<file path="config.mk">
export PLATFORM = sky130hd
export DESIGN_NAME = rrsb_top
export DESIGN_NICKNAME = d
export VERILOG_FILES = /design/src/hw/rrsb_pkg.sv /design/src/hw/rrsb_if.sv /design/src/hw/rrsb_alu.sv /design/src/hw/rrsb_top.sv
export VERILOG_INCLUDE_DIRS = /design/src /design/src/hw
export SDC_FILE = /design/constraint.sdc
export NUM_CORES = 1
export LEC_CHECK = 0
export ABC_CLOCK_PERIOD_IN_PS = 4400
export BUFFER_PORTS_ARGS = -buffer_cell sky130_fd_sc_hd__buf_2
export CAP_MARGIN = 25
export CORE_AREA = 2 2 60 62
export DETAILED_ROUTE_END_ITERATION = 7
export DIE_AREA = 0 0 62 64
export GPL_ROUTABILITY_DRIVEN = 0
export MAX_ROUTING_LAYER = met4
export PLACE_DENSITY = 0.82
export SLEW_MARGIN = 25
export SYNTH_ARGS = -nofsm -noshare
export SYNTH_HDL_FRONTEND = slang
export SYNTH_SLANG_ARGS = --single-unit
</file>
<file path="constraint.sdc">
create_clock -name i_core_clk -period 4.4 [get_ports i_core_clk]
set_clock_uncertainty 0.1 [all_clocks]
set_input_delay 0.88 -clock i_core_clk [delete_from_list [all_inputs] [get_ports i_core_clk]]
set_output_delay 0.88 -clock i_core_clk [all_outputs]
set_load 0.02 [all_outputs]
</file>
<file path="src/hw/rrsb_params.svh">
// Constants for the rotate-right and subtract-with-borrow datapath
`ifndef RRSB_PARAMS_SVH
`define RRSB_PARAMS_SVH
`define RRSB_DATA_W    8
`define RRSB_LSB       0
`define RRSB_NIB_W     4
`define RRSB_ACC_RST   8'h00
`define RRSB_FLAG_RST  1'b0
`endif

</file>
<file path="src/hw/rrsb_pkg.sv">
// Types for the rotate-right and subtract-with-borrow datapath
package rrsb_pkg;
	typedef enum logic [2:0] {
		OP_IDLE                           = 3'b000,
		OP_ROTATE_RIGHT_MEM               = 3'b001,
		OP_ROTATE_RIGHT_TO_WORK           = 3'b010,
		OP_ROTATE_RIGHT_THRU_FLAG         = 3'b011,
		OP_ROTATE_RIGHT_THRU_FLAG_TO_WORK = 3'b100,
		OP_SUBTRACT_WITH_BORROW_MEM       = 3'b101,
		OP_SUBTRACT_WITH_BORROW_IMM       = 3'b110
	} rrsb_op_e;

	typedef struct packed {
		logic signed_wrap_flag;
		logic zero_flag;
		logic half_carry_flag;
		logic carry_flag;
		logic extended_sign_flag;
		logic chained_null_flag;
	} rrsb_flags_s;
endpackage

</file>
<file path="src/hw/rrsb_if.sv">
// Link between the core registers and the combinational datapath
`timescale 1ns/10ps
interface rrsb_if #(parameter int W = 8);
	rrsb_pkg::rrsb_op_e    op;
	logic [W-1:0]          operand;
	logic [W-1:0]          work;
	rrsb_pkg::rrsb_flags_s flags_in;
	logic [W-1:0]          result;
	rrsb_pkg::rrsb_flags_s flags_out;
	logic                  to_mem;
	logic                  to_work;

	modport core (output op, operand, work, flags_in, input result, flags_out, to_mem, to_work);
	modport alu  (input op, operand, work, flags_in, output result, flags_out, to_mem, to_work);
endinterface

</file>
<file path="src/hw/rrsb_alu.sv">
// Combinational rotate and subtract-with-borrow unit
`timescale 1ns/10ps
`include "rrsb_params.svh"
module rrsb_alu #(
	parameter int W = `RRSB_DATA_W
) (
	// Datapath link
	rrsb_if.alu bus
);
	localparam int NW = `RRSB_NIB_W;

	function automatic logic [W-1:0] rotate_right(input logic [W-1:0] v, input logic fill);
		rotate_right = {fill, v[W-1:1]};
	endfunction

	logic [W:0]  diff;
	logic [NW:0] low_diff;
	logic        borrow_in;

	always_comb begin
		borrow_in = ~bus.flags_in.carry_flag;
		diff      = {1'b0, bus.work} - {1'b0, bus.operand} - {{W{1'b0}}, borrow_in};
		low_diff  = {1'b0, bus.work[NW-1:0]} - {1'b0, bus.operand[NW-1:0]}
			- {{NW{1'b0}}, borrow_in};
		bus.result    = bus.work;
		bus.flags_out = bus.flags_in;
		bus.to_mem    = 1'b0;
		bus.to_work   = 1'b0;
		unique case (bus.op)
			rrsb_pkg::OP_IDLE: begin
			end
			rrsb_pkg::OP_ROTATE_RIGHT_MEM: begin
				bus.result = rotate_right(bus.operand, bus.operand[`RRSB_LSB]);
				bus.to_mem = 1'b1;
			end
			rrsb_pkg::OP_ROTATE_RIGHT_TO_WORK: begin
				bus.result  = rotate_right(bus.operand, bus.operand[`RRSB_LSB]);
				bus.to_work = 1'b1;
			end
			rrsb_pkg::OP_ROTATE_RIGHT_THRU_FLAG: begin
				bus.result = rotate_right(bus.operand, bus.flags_in.carry_flag);
				bus.flags_out.carry_flag = bus.operand[`RRSB_LSB];
				bus.to_mem = 1'b1;
			end
			rrsb_pkg::OP_ROTATE_RIGHT_THRU_FLAG_TO_WORK: begin
				bus.result = rotate_right(bus.operand, bus.flags_in.carry_flag);
				bus.flags_out.carry_flag = bus.operand[`RRSB_LSB];
				bus.to_work = 1'b1;
			end
			rrsb_pkg::OP_SUBTRACT_WITH_BORROW_MEM,
			rrsb_pkg::OP_SUBTRACT_WITH_BORROW_IMM: begin
				bus.result  = diff[W-1:0];
				bus.to_work = 1'b1;
				// Borrow out clears carry, no borrow sets it
				bus.flags_out.carry_flag = ~diff[W];
				bus.flags_out.half_carry_flag = ~low_diff[NW];
				bus.flags_out.zero_flag = (diff[W-1:0] == '0);
				bus.flags_out.signed_wrap_flag = (bus.work[W-1] ^ bus.operand[W-1])
					& (bus.work[W-1] ^ diff[W-1]);
				bus.flags_out.extended_sign_flag = diff[W-1] ^ bus.flags_out.signed_wrap_flag;
				// Zero across a chained multi-byte subtract
				bus.flags_out.chained_null_flag = bus.flags_out.zero_flag
					& bus.flags_in.chained_null_flag;
			end
			default: begin
			end
		endcase
	end
endmodule

</file>
<file path="src/hw/rrsb_top.sv">
// Rotate-right and subtract-with-borrow execution datapath
`timescale 1ns/10ps
`include "rrsb_params.svh"
module rrsb_top #(
	parameter int W = `RRSB_DATA_W
) (
	// Clock and reset
	input  wire logic                  i_core_clk,
	input  wire logic                  i_reset,
	// Instruction request
	input  wire logic                  i_valid,
	input  wire rrsb_pkg::rrsb_op_e    i_op,
	input  wire logic [W-1:0]          i_mem_data,
	input  wire logic [W-1:0]          i_imm,
	// Memory write-back
	output logic                       o_mem_wr,
	output logic [W-1:0]               o_mem_wr_data,
	// Core state
	output logic                       o_done,
	output logic [W-1:0]               o_work_register,
	output rrsb_pkg::rrsb_flags_s      o_flags
);
	rrsb_if #(.W(W)) dp ();

	rrsb_alu #(.W(W)) u_alu (
		.bus (dp)
	);

	logic [W-1:0]          work_register;
	rrsb_pkg::rrsb_flags_s flags;
	logic                  done;
	logic                  mem_wr;
	logic [W-1:0]          mem_wr_data;

	always_comb begin
		dp.op       = i_valid ? i_op : rrsb_pkg::OP_IDLE;
		dp.operand  = (i_op == rrsb_pkg::OP_SUBTRACT_WITH_BORROW_IMM) ? i_imm : i_mem_data;
		dp.work     = work_register;
		dp.flags_in = flags;
	end

	// Work register load
	always_ff @(posedge i_core_clk or posedge i_reset) begin
		if (i_reset) begin
			work_register <= `RRSB_ACC_RST;
		end else if (dp.to_work) begin
			work_register <= dp.result;
		end
	end

	// Status flags
	always_ff @(posedge i_core_clk or posedge i_reset) begin
		if (i_reset) begin
			flags <= '{default: `RRSB_FLAG_RST};
		end else begin
			flags <= dp.flags_out;
		end
	end

	// Memory write-back, only for the in-place forms
	always_ff @(posedge i_core_clk or posedge i_reset) begin
		if (i_reset) begin
			mem_wr      <= 1'b0;
			mem_wr_data <= `RRSB_ACC_RST;
		end else begin
			mem_wr <= dp.to_mem;
			if (dp.to_mem) begin
				mem_wr_data <= dp.result;
			end
		end
	end

	// Completion strobe
	always_ff @(posedge i_core_clk or posedge i_reset) begin
		if (i_reset) begin
			done <= 1'b0;
		end else begin
			done <= i_valid && (i_op != rrsb_pkg::OP_IDLE);
		end
	end

	assign o_mem_wr        = mem_wr;
	assign o_mem_wr_data   = mem_wr_data;
	assign o_done          = done;
	assign o_work_register = work_register;
	assign o_flags         = flags;

	localparam int NW = `RRSB_NIB_W;

	logic [W-1:0]          h_mem;
	logic [W-1:0]          h_imm;
	logic [W-1:0]          h_work;
	rrsb_pkg::rrsb_flags_s h_flags;
	logic [W:0]            h_diff;
	rrsb_pkg::rrsb_op_e    h_op;
	logic [W-1:0]          h_src;
	logic [NW:0]           h_low;

	always_ff @(posedge i_core_clk) begin
		h_mem   <= i_mem_data;
		h_imm   <= i_imm;
		h_work  <= work_register;
		h_flags <= flags;
		h_op    <= i_op;
	end

	always_comb begin
		// Operand chosen by the op of the request cycle, not the current one
		h_src  = (h_op == rrsb_pkg::OP_SUBTRACT_WITH_BORROW_IMM) ? h_imm : h_mem;
		h_diff = {1'b0, h_work} - {1'b0, h_src} - {{W{1'b0}}, ~h_flags.carry_flag};
		h_low  = {1'b0, h_work[NW-1:0]} - {1'b0, h_src[NW-1:0]}
			- {{NW{1'b0}}, ~h_flags.carry_flag};
	end
endmodule

</file>
==> results.yml, run 1 <==
placed_design:
  io_buffers: 45
  dpl_cell_area_sq_um: 2052
  dp_slack_ps: 159.1
  hpwl_um: 3343
floorplanning:
  io_pins: 46
  die_y_um: 64
  dieArea_sq_um: 3968
  rows: 21
  coreArea_sq_um: 3284
  start_util: 0.5486
  die_width_um: 62
route:
  wl_per_cell_um: 14.63
  drt_iter0_markers: 159
  dr.pass1.iters: 4
  via_count: 1664
  wl_um: 4286
  vias_per_cell: 5.679
  drc: 0
  antenna_left: 0
final_layout:
  n_antenna_cell: 0
  mostFrequentLayoutCells: "buf_2 (45), inv_1 (25), dfrtp_1 (24)"
  area.growth.synth_to_final_pct: 16.81
  layout_commonest_cell: "buf_2"
  final_core_util: 0.6408
  final_area_sq_um: 2105
  drive_gt1_frac: 0.2632
  final_nets: 286
clocking:
  holdBufCountCts: 0
  post_cts.repair.setup_buffers: 0
  ctsLongestPathBuffers: 2
  cts_root_buffer: "clkbuf_4"
  post_cts_resized: 0
  clkSinkCount: 24
  clk_latency_ps: 340
  cts_tree: "yes"
  cts.clk_slew.worst_paths_ps: 140
  cts_buffers: 3
  cts_max_level: 1
global_route:
  antenna_found_initial: 0
  groute.usage.overall: 0.2457
  overflow: 0
  grt_pass1_vias: 1600
  grt_pass1_wl_um: 7176
  grt_max_degree: 25
synthesis:
  ys_ff_latch: 24
  synth_area_per_cell_sq_um: 8.746
  synthesis.area_sq_um: 1802
  synthArstFlopShare: 1.000
  syn_nets: 244
  ys_types: 48
  yosysWarnings: 0
  synth_cells: 206
  synth_seq_area_share: 0.3333
  yosys_most_used_dff: "dfrtp_1"
  synth_edf_count: 0
sta:
  fin_setup_tns_ps: 0
  slew_headroom: 0.3861
  worst_pin_slew_ps: 916.8
  rsz0062_at_grt: "false"
  post-route-period-util: 0.8964
  final-hold-violation-count: 0
  max_freq_mhz: 253.6
  period_minus_slack_ps: 3944
  setup_viol: 0
  final.setup.worst_slack_ps: 456.0
  finalMaxSlewViolations: 0
run_status:
  status: "finished clean"
critical_path:
  critPathRequiredTime_ps: 4500
  slowest_stage: "a2111oi_0"
  worstReg2RegEnd: "o_work_register[6]$_DFFE_PP0P_"
  crit_path_end_kind: "flip-flop"
  ff2ff_path_depth: 10
  crit_type: "in2reg"
  cp-start-kind: "input pin"
  r2r-start: "o_flags[2]$_DFFE_PP0N_"
  crit_path_start: "i_op[0]"
  crit_arrival_ps: 4050
  ff2ff_setup_slack_ps: 1330
  critPathMaxFanout: 10
  worstPathCellList: "buf_2, nand3b_1, mux2i_1, xor2_1, ha_1, a21o_1, inv_1, fa_1, and2_2, o211a_1, xnor2_1, a2111oi_0, o21ai_0"
  critPathMaxStageDelay_ps: 580
hold_path:
  hold_path.class: "reg2reg"
  hold_path_startpoint: "o_flags[3]$_DFFE_PP0N_"
  hold_end: "o_flags[3]$_DFFE_PP0N_"
  holdPathStages: 2
flow_run:
  drv_cap: 0
power_and_ir_drop:
  power.ir.vdd_worst_mv: 0.2438
  leakage_nw: 1.073
  total_power_mw: 1.197
  power.density_nw_per_um2: 568.9
[critical path, delay by kind of cell]
family	cells	cell delay (ps)
xor+xnor	2	380
fa+ha+maj	2	580
simple gates	2	490
compound gates	4	1110
buf+inv	2	230
mux	1	380
[worst max-delay path by stage]
stage | endpoint | cells past startpoint
finish | o_work_register[6]$_DFFE_PP0P_ | 13
global route | o_work_register[6]$_DFFE_PP0P_ | 13
CTS | o_work_register[6]$_DFFE_PP0P_ | 13
detailed placement | o_work_register[6]$_DFFE_PP0P_ | 13
global placement | o_work_register[6]$_DFFE_PP0P_ | 13
floorplan | o_work_register[6]$_DFFE_PP0P_ | 13
[where the power goes]
part           total, mW  internal (mW)  switching (mW)
logic              0.695          0.280           0.415
clock network      0.169         0.0924          0.0765
registers          0.334          0.282          0.0517
[sequential cells by signal (all words and copies together) (netlist names)]
name / count
o_work_register: 8
o_mem_wr: 1
o_done: 1
o_flags: 6
o_mem_wr_data: 8
[area by class of cell]
type / count / area (sq um)
sequential: 24 / 600.6
clock buffer: 3 / 22.52
inverter: 26 / 97.59
fill: 280 / 1180
clock inverter: 1 / 30.03
multi-input combinational: 147 / 1064
timing repair buffer: 46 / 232.7
tap: 46 / 57.56
[cell families after synthesis]
kind of cell,count (synthesis),synth area share
AND/OR/NAND/NOR,61,0.1750
AO/OA/AOI/OAI,54,0.2125
buffers and inverters,35,0.07638
flip-flops,24,0.3333
adder cells (fa/ha/maj),16,0.1153
XOR/XNOR,8,0.03889
multiplexers,8,0.04861
[cell usage after synthesis, drive strengths merged, types with 2 or more instances]
cell type | count | area (sq um)
a22oi | 2 | 15.01
dfrtp | 24 | 600.6
o211a | 2 | 20.02
o21ai | 20 | 111.4
nand2 | 20 | 75.07
a21oi | 6 | 30.03
mux2 | 6 | 67.56
or4 | 2 | 18.77
clkbuf | 4 | 15.01
a221oi | 5 | 43.79
buf | 5 | 25.02
a21boi | 2 | 15.01
a2111oi | 3 | 32.53
nand3b | 2 | 15.01
nor3b | 2 | 15.01
and3 | 3 | 18.77
a21o | 2 | 15.01
xnor2 | 3 | 26.28
nor3 | 3 | 15.01
inv | 26 | 97.59
and2 | 3 | 21.27
ha | 15 | 187.7
xor2 | 5 | 43.79
nand3 | 9 | 45.04
mux2i | 2 | 20.02
a31oi | 3 | 18.77
nor2 | 11 | 43.80
[metrics by stage]
step,std cells,hold slack (ps)
2_1_floorplan,206,490.0
3_3_place_gp,289,359.0
3_5_place_dp,289,364.8
4_1_cts,293,396.4
5_1_grt,293,432.6
6_report,293,391.7
[per-layer routing]
layer  track usage  part of all wire  wire length [um]  up-vias
met4       0.09840             0.024               104        0
met2        0.3685              0.45              1930       67
met3       0.03239             0.059               252        9
met1        0.3312              0.47              1999      774
li1              -                 -                 -      814
met5             -                 0                 0        -
Note: power is estimated with default switching activity, not from simulation.
==> inputs of run 2 (changes only) <==
CORE_AREA = 2 2 71 73   (was 2 2 60 62)
DIE_AREA = 0 0 73 75   (was 0 0 62 64)
PLACE_DENSITY = unset   (was 0.82)
==> run 2 against run 1 <==
  * Via count decreased by 2.7%
  * Total power increased by 3.8%
  * Sequential power is essentially flat
  * Design area up 2.1%
  * Wire length is 2.9% higher
  * Register-to-register slack improved by 100 ps
  * Sequential share of layout area shrank 0.60 points
  * Flip-flop and latch count stayed put
  * Die area increased by 38%
  * First-iteration DRC count shrank 45%
  * Critical endpoint unchanged
  * Largest power group unchanged
==> results.yml, run 2 (synthesized netlist as in run 1, its figures left out) <==
hold_path:
  hold_path.class: "reg2reg"
route:
  vias_per_cell: 5.343
  wl_um: 4411
  antenna_left: 0
  drt_iter0_markers: 87
  wl_per_cell_um: 14.56
  via_count: 1619
  dr.pass1.iters: 4
  drc: 0
critical_path:
  crit_end: "o_work_register[6]$_DFFE_PP0P_"
  worstPathCellList: "buf_2, nand3b_1, mux2i_1, xor2_1, ha_1, a21o_1, inv_1, fa_1, and2_2, o211a_1, xnor2_1, a2111oi_1, o21ai_0"
  crit_path_start: "i_op[0]"
  path_buf_inv: 2
  cp-start-kind: "input pin"
  critical_path_cell_count: 13
  crit_type: "in2reg"
  ff2ff_setup_slack_ps: 1430
  slowest_stage: "a2111oi_1"
  ff2ff_path_depth: 10
  critPathMaxStageDelay_ps: 500
  crit_path_end_kind: "flip-flop"
  crit_arrival_ps: 3980
  worstReg2RegEnd: "o_work_register[6]$_DFFE_PP0P_"
  critPathRequiredTime_ps: 4440
  r2r-start: "o_flags[2]$_DFFE_PP0N_"
  critPathMaxFanout: 10
  critPathTopFamily: "compound AO/OA/AOI/OAI gates"
final_layout:
  area.growth.synth_to_final_pct: 19.31
  final_nets: 288
  fillers: 473
  layout_commonest_cell: "buf_2"
  regArea_sq_um: 600.6
  drive_gt1_frac: 0.2731
  multiInputGateArea_sq_um: 1065
  n_antenna_cell: 0
  mostFrequentLayoutCells: "buf_2 (45), inv_1 (25), dfrtp_1 (24)"
power_and_ir_drop:
  total_power_mw: 1.243
  leakage_nw: 1.092
  power.ir.vdd_worst_mv: 0.1928
  power.density_nw_per_um2: 578.3
placed_design:
  hpwl_um: 3515
  io_buffers: 45
flow_run:
  drv_cap: 0
floorplanning:
  die_y_um: 75
  rows: 25
  start_util: 0.3866
  die_width_um: 73
  dieArea_sq_um: 5475
  coreArea_sq_um: 4661
  io_pins: 46
run_status:
  status: "finished clean"
clocking:
  cts.clk_slew.worst_paths_ps: 90
  cts_tree: "yes"
  cts_max_level: 1
  clkSinkCount: 24
  holdBufCountCts: 0
  ctsLongestPathBuffers: 2
  clk_latency_ps: 270
  cts_root_buffer: "clkbuf_8"
  cts_buffers: 3
sta:
  finalMaxSlewViolations: 0
  slew_headroom: 0.6026
  worst_pin_slew_ps: 594.4
  fin_setup_tns_ps: 0
  period_minus_slack_ps: 3934
  post-route-period-util: 0.8940
  final-hold-violation-count: 0
  setup_viol: 0
  max_freq_mhz: 254.2
  rsz0062_at_grt: "false"
global_route:
  antenna_found_initial: 0
  overflow: 0
  groute.usage.overall: 0.1801
  grt_pass1_vias: 1623
  grt_pass1_wl_um: 7424
  grt_max_degree: 25
-- run 2: cell types whose count changed in the layout (fill, tap and decap cells not counted), sizes merged --
cell    change
inv         +1
clkbuf      +1
clkinv      -1
buf         +1
-- run 2: layout make-up --
| type | instances | share of cell area |
|---|---|---|
| Clock buffer | 3 | 0.01921 |
| Clock inverter | 1 | 0.01397 |
| Inverter | 26 | 0.04540 |
| Multi-Input combinational cell | 147 | 0.4953 |
| Sequential cell | 24 | 0.2794 |
| Tap cell | 54 | 0.03143 |
| Timing Repair Buffer | 48 | 0.1153 |
-- run 2: timing repair --
action                                  CTS  global route
buffers inserted                          0             0
endpoints found under the setup margin    0             2
gates resized for setup                   0             1
-- run 2: metrics by stage --
step | worst slack, ps | std cells | hold slack (ps) | util | instance area (sq um)
6_report | 466.3 | 303 | 382.9 | 0.4612 | 2150
5_1_grt | 65.91 | 303 | 425.6 | 0.4612 | 2150
4_1_cts | 350.4 | 302 | 389.0 | 0.4593 | 2141
3_5_place_dp | 68.88 | 298 | 366.7 | 0.4440 | 2069
3_3_place_gp | 105.7 | 298 | 361.4 | 0.4440 | 2069
2_1_floorplan | 486.7 | 206 | 490.0 | - | 1802
-- run 2: power by group --
group          internal, mW  switching (mW)
Combinational         0.290           0.419
Clock                 0.122          0.0793
Sequential            0.282          0.0509
Total                 0.694           0.549
-- run 2: how the worst min path moves through the flow --
stage                                            start                            to  slack [ps]  cells past startpoint
final                     o_mem_wr_data[5]$_DFFE_PP0P_  o_mem_wr_data[5]$_DFFE_PP0P_         380                      2
after CTS                 o_mem_wr_data[1]$_DFFE_PP0P_  o_mem_wr_data[1]$_DFFE_PP0P_         390                      2
after detailed placement  o_mem_wr_data[1]$_DFFE_PP0P_  o_mem_wr_data[1]$_DFFE_PP0P_         370                      2
after global placement    o_mem_wr_data[6]$_DFFE_PP0P_  o_mem_wr_data[6]$_DFFE_PP0P_         360                      2
after global routing      o_mem_wr_data[5]$_DFFE_PP0P_  o_mem_wr_data[5]$_DFFE_PP0P_         430                      2
after floorplan                 o_flags[3]$_DFFE_PP0N_        o_flags[3]$_DFFE_PP0N_         490                      2
-- run 2: routing by layer --
metal / wire length (um) / part of all wire / global-route usage / vias up
li1: - / - / - / 813
met1: 2072 / 0.47 / 0.2283 / 740
met5: 0 / 0 / - / -
met3: 255 / 0.058 / 0.03213 / 8
met2: 2005 / 0.45 / 0.2873 / 58
met4: 76 / 0.017 / 0.06790 / 0
-- run 2: worst register-to-register path: stages (launching register included) --
cell and delay [ps]:
dfrtp_1 450, xor2_1 180, ha_1 160, a21o_1 120
inv_1 70, fa_1 420, and2_2 240, o211a_1 260
xnor2_1 200, a2111oi_1 500, o21ai_0 160
==> inputs of run 3 (changes only) <==
CORE_AREA = 2 2 88 90   (was 2 2 71 73)
DIE_AREA = 0 0 90 92   (was 0 0 73 75)
==> run 3 against run 2 <==
  * Sequential share of layout area down 0.74 points
  * Wire length rose by 7.3%
  * Sequential power barely moved
  * Final cell count is 16% higher
  * Flip-flop and latch count unchanged
  * Largest cell class unchanged
  * Total power down 0.46%
==> results.yml, run 3 (synthesized netlist as in run 1, its figures left out) <==
run_status:
  status: "finished clean"
global_route:
  grt_pass1_vias: 1635
  grt_max_degree: 25
  antenna_found_initial: 0
  overflow: 0
  grt_pass1_wl_um: 8231
  groute.usage.overall: 0.1250
final_layout:
  final_core_util: 0.2965
  drive_gt1_frac: 0.2731
  area.growth.synth_to_final_pct: 22.57
  n_antenna_cell: 0
  stdcell_count: 351
  layout_commonest_cell: "buf_2"
  final_area_sq_um: 2208
  mostFrequentLayoutCells: "buf_2 (45), inv_1 (25), dfrtp_1 (24)"
  final_nets: 288
route:
  wl_met3_um: 246
  dr.pass1.iters: 4
  drc: 0
  highest_layer: "met4"
  via_count: 1615
  antenna_left: 0
  wl_um: 4732
  met1_length_um: 2305
  drt_iter0_markers: 98
  wl_met2_um: 2152
  wl_per_cell_um: 13.48
  vias_per_cell: 4.601
critical_path:
  crit_arrival_ps: 4040
  crit_path_start: "i_op[0]"
  critPathMaxFanout: 10
  critPathMaxStageDelay_ps: 620
  critPathRequiredTime_ps: 4440
  cp-start-kind: "input pin"
  crit_path_end_kind: "flip-flop"
  r2r-start: "o_flags[2]$_DFFE_PP0N_"
  slowest_stage: "a2111oi_0"
  crit_type: "in2reg"
  worstPathCellList: "buf_2, nand3b_1, mux2i_1, xor2_1, ha_1, a21o_1, inv_1, fa_1, and2_2, o211a_1, xnor2_1, a2111oi_0, o21ai_0"
  ff2ff_path_depth: 10
floorplanning:
  coreArea_sq_um: 7447
  start_util: 0.2419
  io_pins: 46
  rows: 32
  die_width_um: 90
  dieArea_sq_um: 8280
  die_y_um: 92
clocking:
  ctsLongestPathBuffers: 2
  holdBufCountCts: 0
  cts_buffers: 3
  cts_max_level: 1
  cts_tree: "yes"
  cts.clk_slew.worst_paths_ps: 90
  clk_latency_ps: 270
  post_cts_resized: 0
  post_cts.repair.setup_buffers: 0
  cts_root_buffer: "clkbuf_8"
  clkSinkCount: 24
power_and_ir_drop:
  comb_power_share: 0.569
  netSwitchingFraction: 0.4414
  power.ir.vdd_worst_mv: 0.1542
  switching_power_mw: 0.5463
  p_int_mw: 0.6912
  power.density_nw_per_um2: 560.3
  seq_power_share: 0.271
  leakage_nw: 1.092
  clkPwrFrac: 0.161
  total_power_mw: 1.237
flow_run:
  drv_cap: 0
hold_path:
  holdPathStages: 2
  hold_path.class: "reg2reg"
  hold_path_startpoint: "o_mem_wr_data[2]$_DFFE_PP0P_"
placed_design:
  dpl_cell_area_sq_um: 2130
  io_buffers: 45
  place_inst: 346
  dp_slack_ps: 124.9
  hpwl_um: 3807
sta:
  finalMaxSlewViolations: 0
  max_freq_mhz: 249.6
  final.setup.worst_slack_ps: 393.7
  final-hold-violation-count: 0
  fin_setup_tns_ps: 0
  setup_viol: 0
  slew_headroom: 0.5930
  rsz0062_at_grt: "false"
  period_minus_slack_ps: 4006
  post-route-period-util: 0.9105
  worst_pin_slew_ps: 595.1
  whs_ps: 383.1
[run 3: cell counts in the layout (fill, tap and decap cells not counted)]
Identical to the previous run, type by type.
[run 3: path summary, 6_finish.rpt]
kind                            slack (ps)                              to
worst max-delay path                   390  o_work_register[6]$_DFFE_PP0P_
worst min-delay path                   380    o_mem_wr_data[2]$_DFFE_PP0P_
worst max register to register        1300  o_work_register[6]$_DFFE_PP0P_
worst min register to register         380    o_mem_wr_data[2]$_DFFE_PP0P_
max in group asynchronous             3320  o_work_register[5]$_DFFE_PP0P_
min in group asynchronous              530                o_done$_DFF_PP0_
[run 3: power by group through the flow]
| stage | clock network (mW) | logic, mW | registers, mW |
|---|---|---|---|
| after floorplan | 0 | 0.438 | 0.410 |
| after global routing | 0.216 | 0.791 | 0.347 |
| after detailed placement | 0 | 0.703 | 0.342 |
| after CTS | 0.207 | 0.710 | 0.337 |
| final | 0.199 | 0.704 | 0.335 |
| after global placement | 0 | 0.698 | 0.341 |
[run 3: final cells by class]
type	instances	area (sq um)
inverter	26	97.59
clock buffer	3	41.29
clock inverter	1	30.03
sequential	24	600.6
timing repair buffer	48	247.7
fill	827	5239
tap	102	127.6
multi-input combinational	147	1064
[run 3: layer usage]
metal | vias up | global-route usage
met4 | 0 | 0.02692
met2 | 51 | 0.1917
li1 | 816 | -
met3 | 4 | 0.02301
met1 | 744 | 0.1731
met5 | - | -
[run 3: critical path, delay by kind of cell]
kind,cells,cell delay [ps]
compound gates,4,1160
fa+ha+maj,2,570
simple gates,2,460
xor+xnor,2,390
mux,1,360
buf+inv,2,220
